### src/hdl/aec_map.vh
// Register map, field layout and constants of the auto exposure controller
`ifndef AEC_MAP_VH
`define AEC_MAP_VH
// Register byte offsets
`define AEC_A_CTRL 8'h00
`define AEC_A_EXPMAN 8'h04
`define AEC_A_GAINMAN 8'h08
`define AEC_A_EXPLO 8'h0c
`define AEC_A_EXPHI 8'h10
`define AEC_A_GAINLIM 8'h14
`define AEC_A_TARGET 8'h18
`define AEC_A_DAMPEV 8'h1c
`define AEC_A_ROIPOS 8'h20
`define AEC_A_ROISIZE 8'h24
`define AEC_A_IMGSIZE 8'h28
`define AEC_A_STATUS 8'h2c
`define AEC_A_EXPOUT 8'h30
`define AEC_A_GAINOUT 8'h34
// Control fields
`define AEC_F_EXPAUTO 1:0
`define AEC_F_GAINAUTO 3:2
`define AEC_F_TGTAUTO 4
`define AEC_F_PRIO 5
`define AEC_F_LIGHT 7:6
`define AEC_F_METER 9:8
`define AEC_F_ROIEN 10
`define AEC_F_OWNER 12:11
// Other fields
`define AEC_F_LO10 9:0
`define AEC_F_HI10 25:16
`define AEC_F_TVAL 6:0
`define AEC_F_TLO 14:8
`define AEC_F_THI 22:16
`define AEC_F_DAMP 8:0
`define AEC_F_EV 20:16
`define AEC_F_LOW12 11:0
`define AEC_F_HIGH12 27:16
// Enumerations
`define AEC_AUTO_OFF 2'h0
`define AEC_AUTO_ONCE 2'h1
`define AEC_AUTO_CONT 2'h2
`define AEC_LIT_NORM 2'h0
`define AEC_LIT_BACK 2'h1
`define AEC_LIT_FRONT 2'h2
`define AEC_MET_AVG 2'h0
`define AEC_MET_SPOT 2'h1
`define AEC_MET_PART 2'h2
`define AEC_OWN_AE 2'h0
// Reset values and limits
`define AEC_EXP_MIN 24'h00_0001
`define AEC_EXP_MAX 24'hff_ffff
`define AEC_EXP_FIX_US 24'h00_1388
`define AEC_EXP_MAN_RST 24'h00_2710
`define AEC_GAIN_MIN 10'h000
`define AEC_GAIN_MAX 10'h3ff
`define AEC_TGT_RST 7'h32
`define AEC_PCT_MAX 7'h64
`define AEC_DAMP_RST 9'h080
`define AEC_DAMP_ONE 9'h100
`define AEC_EV_MIN 5'h17
`define AEC_EV_MAX 5'h09
`define AEC_EV_BIAS 5'h09
`define AEC_IMG_W_RST 12'h280
`define AEC_IMG_H_RST 12'h1e0
// Built-in target levels in percent
`define AEC_BASE_AVG 7'h32
`define AEC_BASE_SPOT 7'h2d
`define AEC_BASE_PART 7'h30
`define AEC_BASE_BACK 7'h37
`define AEC_BASE_FRONT 7'h28
// Arithmetic constants
`define AEC_PIX_MAX 8'hff
`define AEC_TOL 18'h0_01fe
`define AEC_FRAC0 9'h100
`define AEC_FRAC1 9'h143
`define AEC_FRAC2 9'h196
`define AEC_SPOT_MUL 8'h2b
`define AEC_PART_MUL 8'h55
`define AEC_WEIGHT 3'h4
`define AEC_DIV_TOP 3'h7
`endif

### src/hdl/aec_meter.v
// Weighted brightness accumulator over a metering window
`timescale 1ns/1ps
`default_nettype none
`include "aec_map.vh"
module aec_meter #(
  parameter SW = 32,
  parameter CW = 24,
  parameter XW = 12
) (
  // Clock and reset
  input wire pclk,
  input wire presetn,
  // Pixel stream
  input wire frame_start,
  input wire frame_end,
  input wire pix_valid,
  input wire [XW-1:0] pix_x,
  input wire [XW-1:0] pix_y,
  input wire [7:0] pix_data,
  // Window and weighting
  input wire [XW:0] x0,
  input wire [XW:0] x1,
  input wire [XW:0] y0,
  input wire [XW:0] y1,
  input wire [1:0] wmode,
  input wire [7:0] ref_level,
  // Results
  output reg [SW-1:0] sum_out,
  output reg [CW-1:0] cnt_out,
  output reg done
);
  reg [SW-1:0] sum;
  reg [CW-1:0] cnt;
  wire inwin;
  reg [2:0] wt;

  assign inwin = pix_valid && ({1'b0, pix_x} >= x0) &&
                 ({1'b0, pix_x} < x1) && ({1'b0, pix_y} >= y0) &&
                 ({1'b0, pix_y} < y1);

  // Dark pixels weigh more under backlight, bright ones under frontlight
  always @* begin
    wt = 3'h1;
    if (wmode == `AEC_LIT_BACK && pix_data < ref_level)
      wt = `AEC_WEIGHT;
    if (wmode == `AEC_LIT_FRONT && pix_data > ref_level)
      wt = `AEC_WEIGHT;
  end

  // Accumulate within the frame, latch at its end
  always @(posedge pclk or negedge presetn) begin
    if (!presetn) begin
      sum <= {SW{1'b0}};
      cnt <= {CW{1'b0}};
      sum_out <= {SW{1'b0}};
      cnt_out <= {CW{1'b0}};
      done <= 1'b0;
    end else begin
      done <= frame_end;
      if (frame_start) begin
        sum <= {SW{1'b0}};
        cnt <= {CW{1'b0}};
      end else if (inwin) begin
        sum <= sum + pix_data * wt;
        cnt <= cnt + wt;
      end
      if (frame_end) begin
        sum_out <= sum;
        cnt_out <= cnt;
      end
    end
  end
endmodule // aec_meter
`default_nettype wire

### src/hdl/aec_ctrl.v
// Auto exposure control loop with APB register file
// Function
// - Loop runs only when exposure or gain automated
// - Exposure/gain follow measured versus target average
// - Continuous target uses software percentage value
// - Target off: device picks target from modes
// - Automatic exposure kept inside microsecond limits
// - Automatic gain kept inside decibel limits
// - Target average kept inside percent limits
// - Damping 0.0 to 1.0, reset 0.5
// - Priority decides which quantity adjusts first
// - Gain priority: gain 0 dB, exposure first
// - Exposure priority: exposure 5 ms, gain first
// - Backlight, frontlight, normal; normal after reset
// - Backlight weights metering toward dark subject
// - Frontlight weights metering toward bright subject
// - Metering selectable only under normal lighting
// - Average metering weighs all pixels equally
// - Spot meters central area of about 3%
// - Partial meters central area of about 11%
// - Metering region never exceeds captured image
// - EV compensation -3..3 in thirds, reset 0
`timescale 1ns/1ps
`default_nettype none
`include "aec_map.vh"
module aec_ctrl #(
  parameter XW = 12,
  parameter EXP_SH = 2,
  parameter GAIN_SH = 6
) (
  // Clock and reset
  input wire pclk,
  input wire presetn,
  // APB slave
  input wire psel,
  input wire penable,
  input wire pwrite,
  input wire [7:0] paddr,
  input wire [31:0] pwdata,
  output reg [31:0] prdata,
  output reg pready,
  output reg pslverr,
  // Pixel statistics stream
  input wire frame_start,
  input wire frame_end,
  input wire pix_valid,
  input wire [XW-1:0] pix_x,
  input wire [XW-1:0] pix_y,
  input wire [7:0] pix_data,
  // Sensor exposure and gain
  output reg [23:0] exp_time_us,
  output reg [9:0] gain_db8,
  output reg exp_update
);
  localparam S_IDLE = 2'd0;
  localparam S_DIV = 2'd1;
  localparam S_CALC = 2'd2;

  reg [1:0] exp_auto, gain_auto, lighting, metering, owner;
  reg tgt_auto, prio, roi_en, act_d, conv;
  reg [23:0] exp_man, exp_lo, exp_hi;
  reg [9:0] gain_man, gain_lo, gain_hi;
  reg [6:0] tgt_pct, tgt_lo, tgt_hi;
  reg [8:0] damp;
  reg [4:0] ev;
  reg [XW-1:0] roi_x, roi_y, roi_w, roi_h, img_w, img_h;
  reg [7:0] avg;
  reg [1:0] st;
  reg [2:0] bit_i;
  reg [31:0] rem, dsh;
  reg [7:0] quo;
  reg [31:0] rd_mux;
  reg hit;

  wire setup = psel & ~penable;
  wire wr_acc = psel & penable & pwrite & pready;
  wire wr_ctrl = wr_acc && paddr == `AEC_A_CTRL;
  wire ea = exp_auto != `AEC_AUTO_OFF;
  wire ga = gain_auto != `AEC_AUTO_OFF;
  wire active = ea | ga;

  // Effective limits; an inverted pair falls back to full range
  wire [23:0] elo = (exp_lo <= exp_hi) ? exp_lo : `AEC_EXP_MIN;
  wire [23:0] ehi = (exp_lo <= exp_hi) ? exp_hi : `AEC_EXP_MAX;
  wire [9:0] glo = (gain_lo <= gain_hi) ? gain_lo : `AEC_GAIN_MIN;
  wire [9:0] ghi = (gain_lo <= gain_hi) ? gain_hi : `AEC_GAIN_MAX;
  wire tlim_ok = tgt_lo <= tgt_hi;

  // Read multiplexer and address decode
  always @* begin
    hit = 1'b1;
    rd_mux = 32'h0000_0000;
    case (paddr)
      `AEC_A_CTRL: rd_mux = {19'h0_0000, owner, roi_en, metering,
                             lighting, prio, tgt_auto, gain_auto,
                             exp_auto};
      `AEC_A_EXPMAN: rd_mux = {8'h00, exp_man};
      `AEC_A_GAINMAN: rd_mux = {22'h00_0000, gain_man};
      `AEC_A_EXPLO: rd_mux = {8'h00, exp_lo};
      `AEC_A_EXPHI: rd_mux = {8'h00, exp_hi};
      `AEC_A_GAINLIM: rd_mux = {6'h00, gain_hi, 6'h00, gain_lo};
      `AEC_A_TARGET: rd_mux = {9'h000, tgt_hi, 1'b0, tgt_lo,
                               1'b0, tgt_pct};
      `AEC_A_DAMPEV: rd_mux = {11'h000, ev, 7'h00, damp};
      `AEC_A_ROIPOS: rd_mux = {4'h0, roi_y, 4'h0, roi_x};
      `AEC_A_ROISIZE: rd_mux = {4'h0, roi_h, 4'h0, roi_w};
      `AEC_A_IMGSIZE: rd_mux = {4'h0, img_h, 4'h0, img_w};
      `AEC_A_STATUS: rd_mux = {21'h00_0000, st != S_IDLE, active,
                               conv, avg};
      `AEC_A_EXPOUT: rd_mux = {8'h00, exp_time_us};
      `AEC_A_GAINOUT: rd_mux = {22'h00_0000, gain_db8};
      default: hit = 1'b0;
    endcase
  end

  // APB answer: one access cycle, error on unmapped address
  always @(posedge pclk or negedge presetn) begin
    if (!presetn) begin
      pready <= 1'b0;
      pslverr <= 1'b0;
      prdata <= 32'h0000_0000;
    end else begin
      pready <= setup;
      pslverr <= setup & ~hit;
      prdata <= (setup & ~pwrite) ? rd_mux : 32'h0000_0000;
    end
  end

  // Metering window selection
  reg [XW:0] x0, x1, y0, y1, rx1, ry1;
  reg [XW+7:0] pw, ph;
  always @* begin
    pw = img_w * ((metering == `AEC_MET_SPOT) ? `AEC_SPOT_MUL
                                                 : `AEC_PART_MUL);
    ph = img_h * ((metering == `AEC_MET_SPOT) ? `AEC_SPOT_MUL
                                                 : `AEC_PART_MUL);
    rx1 = {1'b0, roi_x} + {1'b0, roi_w};
    ry1 = {1'b0, roi_y} + {1'b0, roi_h};
    x0 = {(XW+1){1'b0}};
    y0 = {(XW+1){1'b0}};
    x1 = {1'b0, img_w};
    y1 = {1'b0, img_h};
    if (roi_en && owner == `AEC_OWN_AE) begin
      x0 = (roi_x < img_w) ? {1'b0, roi_x} : {1'b0, img_w};
      y0 = (roi_y < img_h) ? {1'b0, roi_y} : {1'b0, img_h};
      x1 = (rx1 < {1'b0, img_w}) ? rx1 : {1'b0, img_w};
      y1 = (ry1 < {1'b0, img_h}) ? ry1 : {1'b0, img_h};
    end else if (lighting == `AEC_LIT_NORM &&
                 metering != `AEC_MET_AVG) begin
      // Centred box: w/6 by h/6 for spot, w/3 by h/3 for partial
      x0 = ({1'b0, img_w} - {1'b0, pw[XW+7:8]}) >> 1;
      y0 = ({1'b0, img_h} - {1'b0, ph[XW+7:8]}) >> 1;
      x1 = x0 + {1'b0, pw[XW+7:8]};
      y1 = y0 + {1'b0, ph[XW+7:8]};
    end
  end

  wire [31:0] m_sum;
  wire [23:0] m_cnt;
  wire m_done;

  aec_meter #(.SW(32), .CW(24), .XW(XW)) u_meter (
    .pclk(pclk),
    .presetn(presetn),
    .frame_start(frame_start),
    .frame_end(frame_end),
    .pix_valid(pix_valid),
    .pix_x(pix_x),
    .pix_y(pix_y),
    .pix_data(pix_data),
    .x0(x0),
    .x1(x1),
    .y0(y0),
    .y1(y1),
    .wmode(lighting),
    .ref_level(avg),
    .sum_out(m_sum),
    .cnt_out(m_cnt),
    .done(m_done)
  );

  // Target level: software value or mode-dependent built-in value
  reg [6:0] t_pct;
  always @* begin
    if (tgt_auto)
      t_pct = tgt_pct;
    else if (lighting == `AEC_LIT_BACK)
      t_pct = `AEC_BASE_BACK;
    else if (lighting == `AEC_LIT_FRONT)
      t_pct = `AEC_BASE_FRONT;
    else if (metering == `AEC_MET_SPOT)
      t_pct = `AEC_BASE_SPOT;
    else if (metering == `AEC_MET_PART)
      t_pct = `AEC_BASE_PART;
    else
      t_pct = `AEC_BASE_AVG;
  end

  // EV compensation: scale by 2^(ev/3) as fraction times shift
  wire [4:0] ev_k = ev + `AEC_EV_BIAS;
  wire [4:0] ev_q = ev_k / 5'd3;
  wire [4:0] ev_r = ev_k % 5'd3;
  wire [8:0] frac = (ev_r == 5'd0) ? `AEC_FRAC0 :
                    (ev_r == 5'd1) ? `AEC_FRAC1 : `AEC_FRAC2;
  wire [15:0] t_base = t_pct * `AEC_PIX_MAX;
  wire [24:0] t_mul = t_base * frac;
  wire [27:0] t_ev = (ev_q < 5'd3) ? ({3'h0, t_mul} >> (5'd3 - ev_q))
                                    : ({3'h0, t_mul} << (ev_q - 5'd3));
  wire [17:0] t_lo = tgt_lo * `AEC_PIX_MAX;
  wire [17:0] t_hi = tgt_hi * `AEC_PIX_MAX;
  wire [17:0] t_top = `AEC_PCT_MAX * `AEC_PIX_MAX;
  reg [17:0] t_fin;
  always @* begin
    t_fin = (t_ev[27:8] > {2'h0, t_top}) ? t_top : t_ev[25:8];
    if (tlim_ok && t_fin < t_lo)
      t_fin = t_lo;
    if (tlim_ok && t_fin > t_hi)
      t_fin = t_hi;
  end

  // Error, damping and step sizes
  wire [17:0] m_sc = quo * `AEC_PCT_MAX;
  wire signed [18:0] err = $signed({1'b0, t_fin}) -
                           $signed({1'b0, m_sc});
  wire [9:0] undamp = {1'b0, `AEC_DAMP_ONE} - {1'b0, damp};
  wire signed [29:0] prod = err * $signed({1'b0, undamp});
  wire signed [29:0] step = prod >>> 8;
  // Sign-extend the step to the full update width before shifting
  wire signed [31:0] step_x = {{2{step[29]}}, step};
  wire up = ~err[18];
  wire conv_now = (err[18] ? -err : err) <= $signed({1'b0, `AEC_TOL});
  wire signed [31:0] dexp = step_x <<< EXP_SH;
  wire signed [31:0] dgain = step_x >>> GAIN_SH;
  wire signed [31:0] ne = $signed({8'h00, exp_time_us}) + dexp;
  wire signed [31:0] ng = $signed({22'h00_0000, gain_db8}) + dgain;
  wire [23:0] e_new = (ne < $signed({8'h00, elo})) ? elo :
                      (ne > $signed({8'h00, ehi})) ? ehi
                      : ne[23:0];
  wire [9:0] g_new = (ng < $signed({22'h0, glo})) ? glo :
                     (ng > $signed({22'h0, ghi})) ? ghi
                     : ng[9:0];
  wire [23:0] e_fix = (`AEC_EXP_FIX_US < elo) ? elo :
                      (`AEC_EXP_FIX_US > ehi) ? ehi : `AEC_EXP_FIX_US;

  // Which quantity this update moves
  reg sel_e, sel_g;
  always @* begin
    sel_e = ea & ~ga;
    sel_g = ga & ~ea;
    if (ea & ga) begin
      if (!prio)
        sel_e = up ? (exp_time_us < ehi) : (gain_db8 <= glo);
      else
        sel_e = up ? (gain_db8 >= ghi) : (exp_time_us > e_fix);
      sel_g = ~sel_e;
    end
  end

  // Frame sequencer: 8-step divide, then one update cycle
  always @(posedge pclk or negedge presetn) begin
    if (!presetn) begin
      st <= S_IDLE;
      bit_i <= 3'h0;
      rem <= 32'h0000_0000;
      dsh <= 32'h0000_0000;
      quo <= 8'h00;
      avg <= 8'h00;
      conv <= 1'b0;
    end else begin
      case (st)
        S_IDLE: begin
          if (m_done && m_cnt != 24'h00_0000) begin
            rem <= m_sum;
            dsh <= {1'b0, m_cnt, 7'h00};
            bit_i <= `AEC_DIV_TOP;
            quo <= 8'h00;
            st <= S_DIV;
          end
        end
        S_DIV: begin
          if (rem >= dsh) begin
            rem <= rem - dsh;
            quo[bit_i] <= 1'b1;
          end
          dsh <= dsh >> 1;
          bit_i <= bit_i - 3'h1;
          if (bit_i == 3'h0)
            st <= S_CALC;
        end
        S_CALC: begin
          avg <= quo;
          conv <= conv_now;
          st <= S_IDLE;
        end
        default: st <= S_IDLE;
      endcase
    end
  end

  // Exposure and gain outputs
  always @(posedge pclk or negedge presetn) begin
    if (!presetn) begin
      exp_time_us <= `AEC_EXP_MAN_RST;
      gain_db8 <= `AEC_GAIN_MIN;
      exp_update <= 1'b0;
      act_d <= 1'b0;
    end else begin
      act_d <= active;
      exp_update <= 1'b0;
      if (!ea)
        exp_time_us <= exp_man;
      if (!ga)
        gain_db8 <= gain_man;
      if (active && !act_d) begin
        // Loop entry: seed the automated quantities
        if (ea)
          exp_time_us <= (ga && prio) ? e_fix : exp_man;
        if (ga)
          gain_db8 <= (ea && !prio) ? glo : gain_man;
      end else if (st == S_CALC && active) begin
        exp_update <= 1'b1;
        if (sel_e)
          exp_time_us <= e_new;
        if (sel_g)
          gain_db8 <= g_new;
      end
    end
  end

  // Software registers
  always @(posedge pclk or negedge presetn) begin
    if (!presetn) begin
      exp_auto <= `AEC_AUTO_OFF;
      gain_auto <= `AEC_AUTO_OFF;
      tgt_auto <= 1'b0;
      prio <= 1'b0;
      lighting <= `AEC_LIT_NORM;
      metering <= `AEC_MET_AVG;
      roi_en <= 1'b0;
      owner <= `AEC_OWN_AE;
      exp_man <= `AEC_EXP_MAN_RST;
      gain_man <= `AEC_GAIN_MIN;
      exp_lo <= `AEC_EXP_MIN;
      exp_hi <= `AEC_EXP_MAX;
      gain_lo <= `AEC_GAIN_MIN;
      gain_hi <= `AEC_GAIN_MAX;
      tgt_pct <= `AEC_TGT_RST;
      tgt_lo <= 7'h00;
      tgt_hi <= `AEC_PCT_MAX;
      damp <= `AEC_DAMP_RST;
      ev <= 5'h00;
      roi_x <= {XW{1'b0}};
      roi_y <= {XW{1'b0}};
      roi_w <= `AEC_IMG_W_RST;
      roi_h <= `AEC_IMG_H_RST;
      img_w <= `AEC_IMG_W_RST;
      img_h <= `AEC_IMG_H_RST;
    end else begin
      // Single-shot modes return to off once the target is met
      if (st == S_CALC && conv_now && active && !wr_ctrl) begin
        if (exp_auto == `AEC_AUTO_ONCE)
          exp_auto <= `AEC_AUTO_OFF;
        if (gain_auto == `AEC_AUTO_ONCE)
          gain_auto <= `AEC_AUTO_OFF;
      end
      if (wr_acc) begin
        case (paddr)
          `AEC_A_CTRL: begin
            exp_auto <= pwdata[`AEC_F_EXPAUTO];
            gain_auto <= pwdata[`AEC_F_GAINAUTO];
            tgt_auto <= pwdata[`AEC_F_TGTAUTO];
            prio <= pwdata[`AEC_F_PRIO];
            lighting <= pwdata[`AEC_F_LIGHT];
            if (pwdata[`AEC_F_LIGHT] == `AEC_LIT_NORM)
              metering <= pwdata[`AEC_F_METER];
            roi_en <= pwdata[`AEC_F_ROIEN];
            owner <= pwdata[`AEC_F_OWNER];
          end
          `AEC_A_EXPMAN: exp_man <= pwdata[23:0];
          `AEC_A_GAINMAN: gain_man <= pwdata[`AEC_F_LO10];
          `AEC_A_EXPLO: exp_lo <= pwdata[23:0];
          `AEC_A_EXPHI: exp_hi <= pwdata[23:0];
          `AEC_A_GAINLIM: begin
            gain_lo <= pwdata[`AEC_F_LO10];
            gain_hi <= pwdata[`AEC_F_HI10];
          end
          `AEC_A_TARGET: begin
            tgt_pct <= (pwdata[`AEC_F_TVAL] > `AEC_PCT_MAX) ?
                       `AEC_PCT_MAX : pwdata[`AEC_F_TVAL];
            tgt_lo <= pwdata[`AEC_F_TLO];
            tgt_hi <= pwdata[`AEC_F_THI];
          end
          `AEC_A_DAMPEV: begin
            damp <= (pwdata[`AEC_F_DAMP] > `AEC_DAMP_ONE) ?
                    `AEC_DAMP_ONE : pwdata[`AEC_F_DAMP];
            if ($signed(pwdata[`AEC_F_EV]) < $signed(`AEC_EV_MIN))
              ev <= `AEC_EV_MIN;
            else if ($signed(pwdata[`AEC_F_EV]) > $signed(`AEC_EV_MAX))
              ev <= `AEC_EV_MAX;
            else
              ev <= pwdata[`AEC_F_EV];
          end
          `AEC_A_ROIPOS: begin
            roi_x <= pwdata[`AEC_F_LOW12];
            roi_y <= pwdata[`AEC_F_HIGH12];
          end
          `AEC_A_ROISIZE: begin
            roi_w <= pwdata[`AEC_F_LOW12];
            roi_h <= pwdata[`AEC_F_HIGH12];
          end
          `AEC_A_IMGSIZE: begin
            img_w <= pwdata[`AEC_F_LOW12];
            img_h <= pwdata[`AEC_F_HIGH12];
          end
          default: ;
        endcase
      end
    end
  end
endmodule // aec_ctrl
`default_nettype wire

### config.mk
export PLATFORM = sky130hd
export DESIGN_NAME = aec_ctrl
export DESIGN_NICKNAME = d
export VERILOG_FILES = /design/src/hdl/aec_meter.v /design/src/hdl/aec_ctrl.v
export VERILOG_INCLUDE_DIRS = /design/src /design/src/hdl
export SDC_FILE = /design/constraint.sdc
export NUM_CORES = 2
export LEC_CHECK = 0
export BUFFER_PORTS_ARGS = -buffer_cell sky130_fd_sc_hd__buf_2
export CORE_MARGIN = 2
export CORE_UTILIZATION = 23
export DETAILED_ROUTE_END_ITERATION = 8
export SETUP_SLACK_MARGIN = 0.05
export SLEW_MARGIN = 0
export SYNTH_ARGS = -nofsm -noshare
export SYNTH_HDL_FRONTEND = slang
export SYNTH_SLANG_ARGS = --single-unit
export TNS_END_PERCENT = 20
### constraint.sdc
create_clock -name pclk -period 37.5 [get_ports pclk]
set_input_delay 7.5 -clock pclk [delete_from_list [all_inputs] [get_ports pclk]]
set_output_delay 7.5 -clock pclk [all_outputs]
set_load 0.02 [all_outputs]
* After elaboration in Yosys (flattened, before gate mapping)
Index checks and enable logic that the tools add are counted.
** Cells by class
- $add $sub $neg :: 18
- Multipliers :: 9
- Div/mod/pow operators :: 2
- Magnitude comparators :: 35
- Eq/ne operators :: 25
- Shifts and indexed selects :: 2
- Mux-type cells :: 91
- Bitwise gates (word level) :: 17
- Reduce and logical (&&, ||, !) cells :: 53
** Operators with widths (number)
- $pmux W28 S14 :: 1
- $mux W24 :: 14
- $mux W32 :: 6
- $pmux W32 S2 :: 2
- $mux W10 :: 10
- $mux W13 :: 6
- $mux W12 :: 6
- $mux W18 :: 3
- $eq A8 B6 Y1 const B :: 6
- $mul A7 B8 Y15 const B :: 3
- $add A12 B12 Y13 :: 3
- $add A32 B11 Y32 :: 1
- $eq A8 B5 Y1 const B :: 4
- $ge A32 B32 Y1 :: 1
- $mux W8 :: 4
- $sub A32 B32 Y32 :: 1
- $mul A19 B11 Y30 :: 1
- $mux W28 :: 1
- $shl A24 B5 Y28 :: 1
- $shr A24 B5 Y28 :: 1
- $add A25 B24 Y26 :: 1
- $gt A26 B25 Y1 :: 1
- $lt A12 B13 Y1 :: 2
- $lt A13 B12 Y1 :: 2
- other kinds (77) :: 171
** Word-level totals
- Register bits :: 491
- Output and inout bits :: 69

* Logic depth before layout (Yosys ltp)
- Depth after elaboration :: 28
- Depth in mapped cells :: 138

* Hierarchy
A second synthesis with hierarchy kept.
** Unflattened totals
- Cell total of the unflattened synthesis :: 6911
- Area total of the unflattened synthesis :: 60621.9 sq um
** Modules (own cells, without submodules)
- aec_ctrl :: times used 1, cells each 6169, area an instance 53258.6 sq um, seq. area each 9414.0 sq um
- aec_meter :: times used 1, cells each 742, area an instance 7363.3 sq um, seq. area each 2827.7 sq um

* Least setup slack after synthesis
Ideal clock, no wire load.
- Path kind :: register to register
- From :: reg ev[1]
- To :: reg exp_time_us[13]
- Setup time :: 0.105 ns
- Arrival time :: 26.648 ns
- Data required time :: 37.395 ns
- Setup slack :: 10.747 ns
- Stages on the path, launching flop included :: 127
- Path buffers :: 11
- Period minus slack after synthesis :: 26.753 ns
- Cell sequence :: dfrtp_1 ha_1 nor2b_1 mux2i_1 o21a_1 buf_2 inv_1 ha_1 and2_1 a221oi_4 o2111a_1 or2_1 nor4_1 or2_2 ha_1 a211oi_2 o211a_4 buf_6 [91 not listed] xnor2_1 ha_1 and2_1 a221o_1 a211oi_1 nor2_1 or2_2 xor2_1 ha_1 a211o_1 or3_1 a211oi_1 nor3_1 o311ai_0 nand2_1 clkbuf_1 mux2_2 a222oi_1
** On the way
- Longest elaborated chain between the ends :: 25
** RTL lines
- start: declaration :: line aec_ctrl.v:65 : reg [4:0] ev;
- start signal: assignment :: line aec_ctrl.v:397 : ev <= `AEC_EV_MIN;
- start signal: assignment :: line aec_ctrl.v:399 : ev <= `AEC_EV_MAX;
- start signal: assignment :: line aec_ctrl.v:401 : ev <= pwdata[`AEC_F_EV];
- $add A5 B4 Y5 (no line) *
- $mod A5 B2 Y5 :: line aec_ctrl.v:202 : wire [4:0] ev_r = ev_k % 5'd3;
- $eq A5 B1 Y1 :: line aec_ctrl.v:204 : (ev_r == 5'd1) ? `AEC_FRAC1 : `AEC_FRAC2;
- $mux W8 (no line) (2 in series)
- $mul A15 B9 Y24 :: line aec_ctrl.v:206 : wire [24:0] t_mul = t_base * frac;
- $shl A24 B5 Y28 / $shr A24 B5 Y28 (equally long branches) :: line aec_ctrl.v:208, aec_ctrl.v:207
- $mux W28 * :: line aec_ctrl.v:207 : wire [27:0] t_ev = (ev_q < 5'd3) ? ({3'h0, t_mul} >> (5'd3 - ev_q))
- $gt A20 B15 Y1 :: line aec_ctrl.v:214 : t_fin = (t_ev[27:8] > {2'h0, t_top}) ? t_top : t_ev[25:8];
- [8 not listed]
- $mul A19 B11 Y30 :: line aec_ctrl.v:226 : wire signed [29:0] prod = err * $signed({1'b0, undamp});
- $add A25 B24 Y26 :: line aec_ctrl.v:234 : wire signed [31:0] ne = $signed({8'h00, exp_time_us}) + dexp;
- $gt A26 B25 Y1 :: line aec_ctrl.v:237 : (ne > $signed({8'h00, ehi})) ? ehi
- $mux W24 :: line aec_ctrl.v:237
- $mux W24 :: line aec_ctrl.v:236 : wire [23:0] e_new = (ne < $signed({8'h00, elo})) ? elo :
- $mux W24 * :: line aec_ctrl.v:322 : if (sel_e)
- $mux W24 * :: line aec_ctrl.v:320 : end else if (st == S_CALC && active) begin
- $mux W24 * :: line aec_ctrl.v:314 : if (active && !act_d) begin
- end signal: assignment :: line aec_ctrl.v:311 : exp_time_us <= exp_man;
- end signal: assignment :: line aec_ctrl.v:317 : exp_time_us <= (ga && prio) ? e_fix : exp_man;
- end signal: assignment :: line aec_ctrl.v:323 : exp_time_us <= e_new;
- end: declaration :: line aec_ctrl.v:51 : output reg [23:0] exp_time_us,
Mark *: on every way between the ends. The rest lies on a longest branch, timed or not. The select of a mux whose other input is x is not followed.
A chain may end at the register's enable or synchronous reset.

* Worst setup path after layout
- From :: reg ev[0]
- To :: reg exp_time_us[16]
The elaborated chain is that of the path after synthesis.

==> impl_results.md <==
- Status: finished clean
- Most common cell after layout, fill and taps aside: ha_1
- CP max-delay cell: a211oi_2
- DR DRC count: 0
- Final Hold Viols: 0
- Post-CTS Resized: 0
- Final ANT Viol Nets: 0
- Initial antenna violation count: 33
- Largest net degree at the start of global routing: 112
- Vias: 50100
- Clock Skew: 0.0501 ns
- Slew margin rel.: 12.8%
- Starting Density: 23.1%
- Most frequent cells in the layout: 853 x ha_1, 806 x inv_1, 566 x nand2_1, 465 x nor2_1, 422 x dfrtp_1
- Leading area contributor after synthesis: ha_1
- Period utilization: 87.2%
- DIE AREA: 264000 µm²
- Layout area overhead: 10.3%
- CTS Hold Bufs: 0
- Data arrival, critical path: 33.17 ns
- Yosys top cell area share: 17.9%
- GRT overflow: 0
- Io pins: 149
- Num Clock Sinks: 486
- Setup violations, final: 0
- Dpl hpwl: 155 mm
- CTS tree: yes
- Tot GR Track Use: 14.3%
- Clk root buf: clkbuf_16
- Vias in the first global route: 50900
- Routed wire per std cell: 18.8 µm
- EDFF count, synth: 0
- Worst slew pin tran: 1.30 ns
- Port Buffer Count: 140
- Max FO, Critical Path: 27
- Clock Path Buffers: 3
- Main area contributors after synthesis: ha_1 18%, dfrtp_1 18%, fa_1 12%, mux2_2 5.2%, inv_1 5.1%
- Drt first pass iters: 8
- Placed Instances: 10100
- Setup TNS: 0 ns
- WP data required: 37.98 ns
- Layout cells sized above 1: 10.8%
- Seq cells post-synth: 486
- Crit path largest cell delay: 0.90 ns
- First-pass GRT wire length: 300 mm
- Yosys cell types: 114
- Most used cell, CP: ha_1
- Pins Over Slew Limit: 0
- Main synth FF type: dfrtp_1
- Fmax: 30.6 MHz
- Clock transition at path regs: 0.07 ns
- Crit Path Class: reg -> reg
- Vias per cell: 4.91
- Setup Fix Bufs, Post-CTS: 0
- Crit. End Element: flop
- Max-cap violations: 0
- Min Tclk post-route: 32.69 ns
- Seq/Total Area, Yosys: 20.5%
- Initial drt markers: 4032
- DIE HEIGHT: 514 µm
- TritonCTS buffer count: 44
- Num rows: 187
- Tightest Hold Check Type: reg -> reg
- FF-to-FF path depth: 116
- Post-synthesis average cell area: 8.86 µm²
- Layout Nets: 8054
- Startpoint types: flop
- RSZ-0062 raised after global routing: no
- Synthesized area: 59800 µm²
- Hold-critical path depth: 2
- Gp weighted congestion: 0.945
- Core Footprint: 259000 µm²
- Yosys warns: 0
- DRT Wirelength: 192 mm
- H-tree depth: 2
- Non-filler cells, final: 10200
- Worst-Skew Late Latency: 0.64 ns
- Syn Inst Count: 6751
- Width of the die: 514 µm
- Share of synthesized registers carrying an async set or reset: 100%
sequential cells by signal (all words and copies together), names as in the netlist, 24 cells and up:
signal	count
dsh	31
exp_hi	24
exp_lo	24
exp_man	24
exp_time_us	24
prdata	28
rem	32
u_meter.cnt	24
u_meter.cnt_out	24
u_meter.sum	32
u_meter.sum_out	32
path summary, 6_finish.rpt:
| check | end | start | slack, ns |
|---|---|---|---|
| min reg2reg | dsh[0] | dsh[0] | 0.50 |
| max in group asynchronous | img_w[10] | presetn | 26.51 |
| max | exp_time_us[16] | ev[0] | 4.81 |
| min in group asynchronous | u_meter.cnt[15] | presetn | 6.95 |
| max reg2reg | exp_time_us[16] | ev[0] | 4.81 |
| min | dsh[0] | dsh[0] | 0.50 |
per-layer routing:
layer  GRT usage (%)  share of wire (%)
met1            19.3                 45
met2            23.0                 45
met3            3.10                8.0
met4            3.70                2.6
met5               0              0.060
Yosys cell counts, drive strengths merged (12+ instances only):
library cell and instances:
a2111oi 13, a211oi 60, a21boi 27, a21o 177
a21oi 382, a221oi 60, a222oi 22, a22o 36
a22oi 67, a31oi 78, a32oi 12, and2 59
and3 41, buf 44, clkbuf 234, dfrtp 422
dfstp 64, fa 357, ha 854, inv 811
mux2 280, mux2i 106, mux4 13, nand2 566
nand2b 140, nand3 76, nand4 69, nor2 480
nor2b 108, nor3 50, nor4 25, o211ai 35
o21a 44, o21ai 308, o21bai 65, o221ai 20
o22ai 46, or2 21, or3 34, xnor2 174
xor2 110
critical path, delay by kind of cell (launching register included):
family / cells / cell delay (ns)
DFF: 1 / 0.86
muxes: 4 / 1.74
AOI/OAI and AO/OA: 37 / 10.54
xor gates and xnor gates: 4 / 1.74
buffers and inverters: 11 / 1.62
and+or+nand+nor: 40 / 8.03
adders and majority gates: 20 / 7.93
per-stage QoR:
step           utilization, %  setup slack, ns  area (µm²)  hold slack, ns
3_3_place_gp             24.9             5.74       64500           0.473
5_1_grt                  25.5             2.80       66000           0.527
6_report                 25.5             4.81       66000           0.500
4_1_cts                  25.5             5.13       66000           0.501
3_5_place_dp             24.9             5.25       64500           0.485
2_1_floorplan               -            10.75       59800           0.448
area by class of cell:
cell class              count  area [µm²]
inverters                 812        3050
clock buffers              61        1230
flip-flops and latches    486       12200
well taps                3402        4260
clock inverters            18         239
diodes                      7        17.5
multi-input cells        5186       43500
repair buffers            233        1410
fillers                 27700      193000
logic make-up (layout without fill, tap and decap cells):
kind of cell / after synthesis / after routing / share of synthesized area [%]
and+or+nand+nor: 1710 / 1710 / 13.5
AOI/OAI and AO/OA: 1569 / 1569 / 17.5
adders and majority gates: 1211 / 1211 / 29.8
buffers and inverters: 1090 / 1124 / 6.99
DFF: 486 / 486 / 20.5
muxes: 399 / 399 / 7.54
xor gates and xnor gates: 284 / 284 / 4.19
other: 2 / 20 / 0.0126
Power is left out: the tool's default activity adds up to more than one toggle a clock period on the data nets, which glitch-free logic cannot reach.
